**src/gpwpo_regs.svh**
```systemverilog
// register offsets, reset values and field layout of the port block
`ifndef GPWPO_REGS_SVH
`define GPWPO_REGS_SVH

// low page: data and direction
`define GPWPO_OFS_DATA 12'h000
`define GPWPO_OFS_DIR 12'h004
// high page: pin control
`define GPWPO_OFS_PULL 12'h100
`define GPWPO_OFS_SLEW 12'h104
`define GPWPO_OFS_DRIVE 12'h108

// reset values, one bit per pin, replicated over the port width
`define GPWPO_RST_DATA 1'b0
`define GPWPO_RST_DIR 1'b0
`define GPWPO_RST_PULL 1'b0
`define GPWPO_RST_SLEW 1'b1
`define GPWPO_RST_DRIVE 1'b0

// oscillator pin positions
`define GPWPO_OSC_PIN_A 5
`define GPWPO_OSC_PIN_B 6

`endif

```
**src/gpwpo_pkg.sv**
```systemverilog
// types shared by the port block
package gpwpo_pkg;

  typedef enum logic [2:0] {
    SEL_NONE,
    SEL_DATA,
    SEL_DIR,
    SEL_PULL,
    SEL_SLEW,
    SEL_DRIVE
  } gpwpo_sel_t;

  typedef logic [1:0] gpwpo_trans_t;

endpackage : gpwpo_pkg

```
**src/gpwpo_port.sv**
```systemverilog
// general-purpose port with peripheral, analog, keyboard and oscillator override
//
// Implementation choices: the AHB-Lite register port and the address map.
`include "gpwpo_regs.svh"

////////////////////////////////////////////////////////////////////////////////
// Overview of operation
// - direction 0: input, reads return pin level
// - direction 1: drive output, reads return latch
// - direction bit selects read source under override other than analog
// - enabled peripheral sets direction, direction bit ignored
// - peripheral output pin drives peripheral data
// - analog disables digital, port read gives 0
// - analog wins over digital peripheral
// - keyboard input forces pin to input unless its peripheral is enabled
// - oscillator owns port G bits 5, 6
// - per-pin pullup enable bit turns pullup on
// - pullup off whenever pin is output
// - pullup off under analog control
// - pullup, slew, drive settings act independently
// - data/direction low page, pin control high page
// - reset: inputs, slew on, low drive, no pull
// - reset clears data, zeros not driven
// - data writes latch all bits
module gpwpo_port #(
  parameter int WIDTH = 8,
  parameter bit HAS_OSC = 1'b1
) (
  // clock and reset
  input wire logic clock,
  input wire logic rst_n,
  // ahb-lite slave
  input wire logic hsel,
  input wire logic [31:0] haddr,
  input wire logic [1:0] htrans,
  input wire logic hwrite,
  input wire logic [2:0] hsize,
  input wire logic [31:0] hwdata,
  input wire logic hready,
  output logic hreadyout,
  output logic [31:0] hrdata,
  output logic hresp,
  // shared peripheral control, per pin; oscEn is one bit for the port
  input wire logic [WIDTH-1:0] periphEn,
  input wire logic [WIDTH-1:0] periphOe,
  input wire logic [WIDTH-1:0] periphOut,
  input wire logic [WIDTH-1:0] analogEn,
  input wire logic [WIDTH-1:0] keyInEn,
  input wire logic oscEn,
  // pads
  input wire logic [WIDTH-1:0] padIn,
  output logic [WIDTH-1:0] padOut,
  output logic [WIDTH-1:0] padOe,
  output logic [WIDTH-1:0] pullOn,
  output logic [WIDTH-1:0] slewOn,
  output logic [WIDTH-1:0] driveHigh
);

  ////////////////////////////////////////////////////////////////////////////////
  // bus slave

  logic [WIDTH-1:0] portValueReg;
  logic [WIDTH-1:0] portValueNext;
  logic [WIDTH-1:0] dirReg;
  logic [WIDTH-1:0] dirNext;
  logic [WIDTH-1:0] pullReg;
  logic [WIDTH-1:0] pullNext;
  logic [WIDTH-1:0] slewReg;
  logic [WIDTH-1:0] slewNext;
  logic [WIDTH-1:0] driveReg;
  logic [WIDTH-1:0] driveNext;
  logic [WIDTH-1:0] readBits;
  logic [WIDTH-1:0] osc;
  logic [WIDTH-1:0] oeNext;
  logic [WIDTH-1:0] outNext;
  gpwpo_pkg::gpwpo_sel_t addrSel;
  gpwpo_pkg::gpwpo_sel_t wrSel_reg;
  logic access;
  logic [WIDTH-1:0] rdNext;

  // only trans types NONSEQ/SEQ start a transfer
  assign access = hsel && htrans[1] && hready;

  always_comb begin
    case (haddr[11:0])
      `GPWPO_OFS_DATA: addrSel = gpwpo_pkg::SEL_DATA;
      `GPWPO_OFS_DIR: addrSel = gpwpo_pkg::SEL_DIR;
      `GPWPO_OFS_PULL: addrSel = gpwpo_pkg::SEL_PULL;
      `GPWPO_OFS_SLEW: addrSel = gpwpo_pkg::SEL_SLEW;
      `GPWPO_OFS_DRIVE: addrSel = gpwpo_pkg::SEL_DRIVE;
      default: addrSel = gpwpo_pkg::SEL_NONE;
    endcase
  end

  // write target held from address phase to data phase
  always_ff @(posedge clock) begin
    if (!rst_n) begin
      wrSel_reg <= gpwpo_pkg::SEL_NONE;
    end else if (access && hwrite) begin
      wrSel_reg <= addrSel;
    end else begin
      wrSel_reg <= gpwpo_pkg::SEL_NONE;
    end
  end

  // whole-word writes only; unmapped writes fall into SEL_NONE and vanish
  always_comb begin
    portValueNext = portValueReg;
    dirNext = dirReg;
    pullNext = pullReg;
    slewNext = slewReg;
    driveNext = driveReg;
    case (wrSel_reg)
      gpwpo_pkg::SEL_DATA: portValueNext = hwdata[WIDTH-1:0];
      gpwpo_pkg::SEL_DIR: dirNext = hwdata[WIDTH-1:0];
      gpwpo_pkg::SEL_PULL: pullNext = hwdata[WIDTH-1:0];
      gpwpo_pkg::SEL_SLEW: slewNext = hwdata[WIDTH-1:0];
      gpwpo_pkg::SEL_DRIVE: driveNext = hwdata[WIDTH-1:0];
      default: ;
    endcase
  end

  always_ff @(posedge clock) begin
    if (!rst_n) begin
      portValueReg <= {WIDTH{`GPWPO_RST_DATA}};
      dirReg <= {WIDTH{`GPWPO_RST_DIR}};
    end else begin
      portValueReg <= portValueNext;
      dirReg <= dirNext;
    end
  end

  always_ff @(posedge clock) begin
    if (!rst_n) begin
      pullReg <= {WIDTH{`GPWPO_RST_PULL}};
      slewReg <= {WIDTH{`GPWPO_RST_SLEW}};
      driveReg <= {WIDTH{`GPWPO_RST_DRIVE}};
    end else begin
      pullReg <= pullNext;
      slewReg <= slewNext;
      driveReg <= driveNext;
    end
  end

  // read uses next values so a read right behind a write sees the new data
  always_comb begin
    case (addrSel)
      gpwpo_pkg::SEL_DATA: rdNext = readBits;
      gpwpo_pkg::SEL_DIR: rdNext = dirNext;
      gpwpo_pkg::SEL_PULL: rdNext = pullNext;
      gpwpo_pkg::SEL_SLEW: rdNext = slewNext;
      gpwpo_pkg::SEL_DRIVE: rdNext = driveNext;
      default: rdNext = '0;
    endcase
  end

  always_ff @(posedge clock) begin
    if (!rst_n) begin
      hrdata <= 32'h0000_0000;
      hreadyout <= 1'b1;
      hresp <= 1'b0;
    end else begin
      hreadyout <= 1'b1;
      hresp <= 1'b0;
      if (access && !hwrite) begin
        hrdata <= 32'(rdNext);
      end else begin
        hrdata <= 32'h0000_0000;
      end
    end
  end

  ////////////////////////////////////////////////////////////////////////////////
  // per-pin override logic

  for (genvar i = 0; i < WIDTH; i++) begin : g_pin
    // analog first, then oscillator, then peripheral, keyboard, port
    assign osc[i] = HAS_OSC && oscEn
      && (i == `GPWPO_OSC_PIN_A || i == `GPWPO_OSC_PIN_B);
    assign oeNext[i] = !analogEn[i] && !osc[i]
      && (periphEn[i] ? periphOe[i] : (!keyInEn[i] && dirNext[i]));
    assign outNext[i] = (periphEn[i] && periphOe[i])
      ? periphOut[i] : portValueNext[i];
    // direction bit picks the read source even under override, analog excepted
    assign readBits[i] = analogEn[i] ? 1'b0
      : (dirNext[i] ? portValueNext[i] : padIn[i]);

    always_ff @(posedge clock) begin
      if (!rst_n) begin
        padOe[i] <= 1'b0;
        padOut[i] <= 1'b0;
        pullOn[i] <= 1'b0;
        slewOn[i] <= 1'b0;
        driveHigh[i] <= 1'b0;
      end else begin
        padOe[i] <= oeNext[i];
        padOut[i] <= (analogEn[i] || osc[i]) ? 1'b0 : outNext[i];
        pullOn[i] <= pullNext[i] && !oeNext[i] && !analogEn[i] && !osc[i];
        // pad controls lose meaning on oscillator pins, so they are masked
        slewOn[i] <= slewNext[i] && !osc[i];
        driveHigh[i] <= driveNext[i] && !osc[i] && !analogEn[i];
      end
    end

  end
endmodule : gpwpo_port

```
**config.mk**
```make
export PLATFORM = sky130hd
export DESIGN_NAME = gpwpo_port
export DESIGN_NICKNAME = d
export VERILOG_FILES = /design/src/gpwpo_pkg.sv /design/src/gpwpo_port.sv
export VERILOG_INCLUDE_DIRS = /design/src
export SDC_FILE = /design/constraint.sdc
export NUM_CORES = 1
export LEC_CHECK = 0
export BUFFER_PORTS_ARGS = -buffer_cell sky130_fd_sc_hd__buf_2
export CAP_MARGIN = 0
export CORE_ASPECT_RATIO = 0.5
export CORE_MARGIN = 3
export CORE_UTILIZATION = 47
export DETAILED_ROUTE_END_ITERATION = 8
export GPL_TIMING_DRIVEN = 0
export PLACE_DENSITY = 0.81
export SETUP_SLACK_MARGIN = 0.05
export SLEW_MARGIN = 40
export SYNTH_ARGS = -nofsm -noshare
export SYNTH_HDL_FRONTEND = slang
export SYNTH_SLANG_ARGS = --single-unit
```
**constraint.sdc**
```tcl
create_clock -name clock -period 2.6 [get_ports clock]
set_clock_uncertainty 0.15 [all_clocks]
set_input_delay 0.78 -clock clock [delete_from_list [all_inputs] [get_ports clock]]
set_output_delay 0.78 -clock clock [all_outputs]
set_load 0.03 [all_outputs]
```
==> impl_results.md <==
- Register area share after synthesis: approximately 44%
- Via density: between 5 and 6
- CP Max Fanout: 10
- Syn Inst Count: roughly 440
- DR vias: between 3000 and 4000
- VDD IR max: approximately 0.35 mV
- IO Pins: 197
- Largest net degree at the start of global routing: 14
- Post-synth EDFFs: 0
- Gpl congestion: slightly below 0.9
- Post-Route WL: approximately 11 mm
- CP required: 2.73 ns
- Final hold vios: 0
- Hold Path Depth: 2
- Netlist cell types: 53
- Worst r2r path cells: 6
- Crit Path Class: input port to register
- Sequential cell area: 1820 um2
- Crit. End Element: register
- Iteration-0 DRC Markers: around 330
- Total Power: about 2900 uW
- CTS root buf: clkbuf_16
- All-Layer GR Usage: 22.7%
- Reg2reg start: wrSel_reg[2]
- Tmin final: approximately 2.5 ns
- # diodes: 0
- Worst Hold Launch: slewReg[1]
- Gr ovfl total: 0
- Final TNS setup: 0 ns
- Synth Cell Area: roughly 4200 um2
- Placeable core area: a little over 8000 um2
- Pins over their slew limit: 0
- Pwr/cell area: between 500 and 600 nW/um2
- Critical Path AT: between 2 and 3 ns
- Final #Nets: around 720
- YS warnings: 0
- Synthesis-to-finish area growth: 27.0%
- DRT Pass-1 Iters: 5
- Post-DP HPWL: approximately 8.3 mm
- # fillers: around 730
- Skew-Pair Late Insertion Delay: between 0.3 and 0.4 ns
- Initial core utilization: 50.2%
- Max_cap viols: 0
- Syn avg cell area: 9.57 um2
- Slew headroom: between 50% and 60%
- First-pass GRT wire length: 17.7 mm
- Status: completed
- Die X: ~140 um
- Synth async-reset ratio: 0%
- Port Buffers: between 100 and 150
- Clock sink total: ~90
- Area of the multi-input gates: approximately 2100 um2
- CTS tree: built
- Startpoint types: input port
- TritonCTS buffer count: 9
- Seq cells post-synth: a little over 90
- Die area: approximately 10000 um2
- R2r setup slk: ~0.3 ns
- Vias in the first global route: about 3600
- Die span in y: between 70 and 80 um
- CTS max path bufs: 2
- Layout cell share with drive strength beyond 1: between 30% and 40%
- Hold Path Class: register to register
- Fmax: between 400 and 500 MHz
- CTS H-tree depth: 3
- Slew @ Worst Pin: about 0.67 ns
- Antenna viol nets, final: 0
- Worst r2r dst: hrdata[2]
- Pleak: 0.00247 uW
- FP Rows: 23
- Min Hold Slack: about 0.35 ns
- RSZ-0062 raised after global routing: no
- Fin crit share: between 90% and 100%
- Most used DFF post-synth: dfxtp_1
- Drt drc: 0
- Setup violations, final: 0
- Routed len/inst: about 16 um
- Hold EP: slewReg[1]
- Clock slew at reported path FFs: around 0.060 ns
- Initial antenna violation count: 0
## kinds of logic (layout without fill, tap and decap cells)
| family | Yosys count | count (layout) | share of synthesized area [%] |
|---|---|---|---|
| buf+inv | 54 | 195 | 8.32 |
| compound gates | 79 | 79 | 14.6 |
| flops | 91 | 91 | 43.8 |
| mux | 32 | 32 | 7.81 |
| xor+xnor | 1 | 1 | 0.210 |
| simple gates | 176 | 176 | 25.1 |
| other cells | 2 | 26 | 0.180 |
## cell usage in the layout (no fill, tap or decap), types with 3 or more instances in the layout
| cell type | Yosys | final |
|---|---|---|
| clkbuf_1 | 9 | 13 |
| nand2b_1 | 7 | 7 |
| and3_1 | 8 | 8 |
| a2111oi_0 | 5 | 5 |
| inv_1 | 6 | 6 |
| buf_6 | 4 | 4 |
| and4bb_2 | 7 | 7 |
| nor2_1 | 37 | 37 |
| nor3_1 | 10 | 9 |
| nor2b_1 | 38 | 38 |
| o41a_1 | 6 | 6 |
| buf_4 | 28 | 32 |
| a21o_1 | 5 | 5 |
| nor3b_1 | 3 | 3 |
| nand4_1 | 4 | 4 |
| nand3b_1 | 5 | 5 |
| nand2_1 | 20 | 20 |
| and2_1 | 7 | 7 |
| dfxtp_1 | 91 | 91 |
| conb_1 | 2 | 26 |
| a32oi_1 | 5 | 5 |
| mux2_2 | 4 | 4 |
| mux2i_1 | 28 | 28 |
| or2_2 | 4 | 4 |
| clkinv_2 | 0 | 3 |
| o21ai_0 | 5 | 5 |
| a211oi_1 | 17 | 17 |
| o2111ai_1 | 4 | 4 |
| clkbuf_16 | 0 | 9 |
| a21oi_1 | 20 | 20 |
| or3_1 | 10 | 10 |
| buf_2 | 6 | 127 |
## worst max path at each step
stage / to / cells past startpoint / from
after floorplan: hrdata[0] / 4 / haddr[6]
after global routing: hrdata[2] / 6 / haddr[6]
after global placement: hrdata[0] / 6 / haddr[2]
final: hrdata[7] / 7 / haddr[2]
after CTS: hrdata[7] / 6 / haddr[2]
after detailed placement: hrdata[1] / 6 / haddr[2]
## cell type report
cell class	instances	share of cell area, %
timing repair buffer	125	12.0
clock buffer	13	4.54
sequential	91	34.4
buffer	48	6.13
tap	112	2.65
multi-input combinational	314	39.5
inverter	6	0.426
clock inverter	3	0.284
## metal layers
layer  share of wire, %  wire, um  vias to the layer above  track usage (%)
li1                   -         -                     1844                -
met1                 45      5090                     1696             29.1
met2                 44      4950                      164             36.4
met3                9.4      1060                       21             8.36
met4                1.8       202                        0             6.83
met5                  0         0                        -                0
## metrics by stage
step,setup WS [ns],instances,utilization (%),cell area [um2]
global route,0.0500,712,63.8,5290
floorplan,0.362,459,-,4250
detailed placement,-0.415,692,60.3,5000
finish,0.108,712,63.8,5290
CTS,0.164,710,63.6,5270
global placement,-0.388,692,60.3,5000
## Yosys cell counts, drive strengths merged, types with 2 or more instances
| cell type | n | share of area [%] |
|---|---|---|
| o41a | 6 | 1.6 |
| a211oi | 17 | 3.1 |
| mux2 | 4 | 1.1 |
| dfxtp | 91 | 44 |
| nor2b | 38 | 5.7 |
| or2 | 4 | 0.60 |
| and2 | 7 | 1.1 |
| mux2i | 28 | 6.7 |
| a21oi | 20 | 2.4 |
| nor4bb | 2 | 0.48 |
| nor3 | 10 | 1.2 |
| o31ai | 2 | 0.36 |
| a2111oi | 7 | 2.1 |
| nand2 | 20 | 1.8 |
| buf | 38 | 6.9 |
| nor4 | 3 | 0.60 |
| nand2b | 7 | 1.1 |
| a41oi | 2 | 0.42 |
| inv | 6 | 0.54 |
| o2111ai | 4 | 0.84 |
| and4bb | 7 | 2.1 |
| nor3b | 3 | 0.54 |
| conb | 2 | 0.18 |
| nor2 | 37 | 3.3 |
| nand3b | 6 | 1.2 |
| or3b | 4 | 0.90 |
| and3 | 8 | 1.2 |
| a211o | 2 | 0.42 |
| clkbuf | 10 | 0.93 |
| o21ai | 5 | 0.60 |
| a21o | 5 | 0.90 |
| or3 | 10 | 1.5 |
| nand4 | 4 | 0.60 |
| and4 | 2 | 0.42 |
| a32oi | 5 | 1.1 |
## power breakdown
part / internal, uW / leakage [uW] / switching, uW
registers: 1410 / 0.000737 / 2.75
logic: 108 / 0.00161 / 179
clock network: 644 / 0.000127 / 517
## repair_timing
action | in CTS | in global routing
resized for setup | 0 | 1
gates cloned | 0 | 0
pin swaps | 1 | 2
buffers inserted | 2 | 2
endpoints found under the hold margin | 0 | 0
hold buffers | 0 | 0
endpoints found under the setup margin | 4 | 4
## worst max-delay path, stage by stage
cell and delay (ns):
buf_2 0.12, clkbuf_1 0.45, clkbuf_1 0.54, nand3b_1 0.14, mux2_2 0.29, a31oi_1 0.13
o41a_1 0.16
Power figures use the tool's default switching activity.
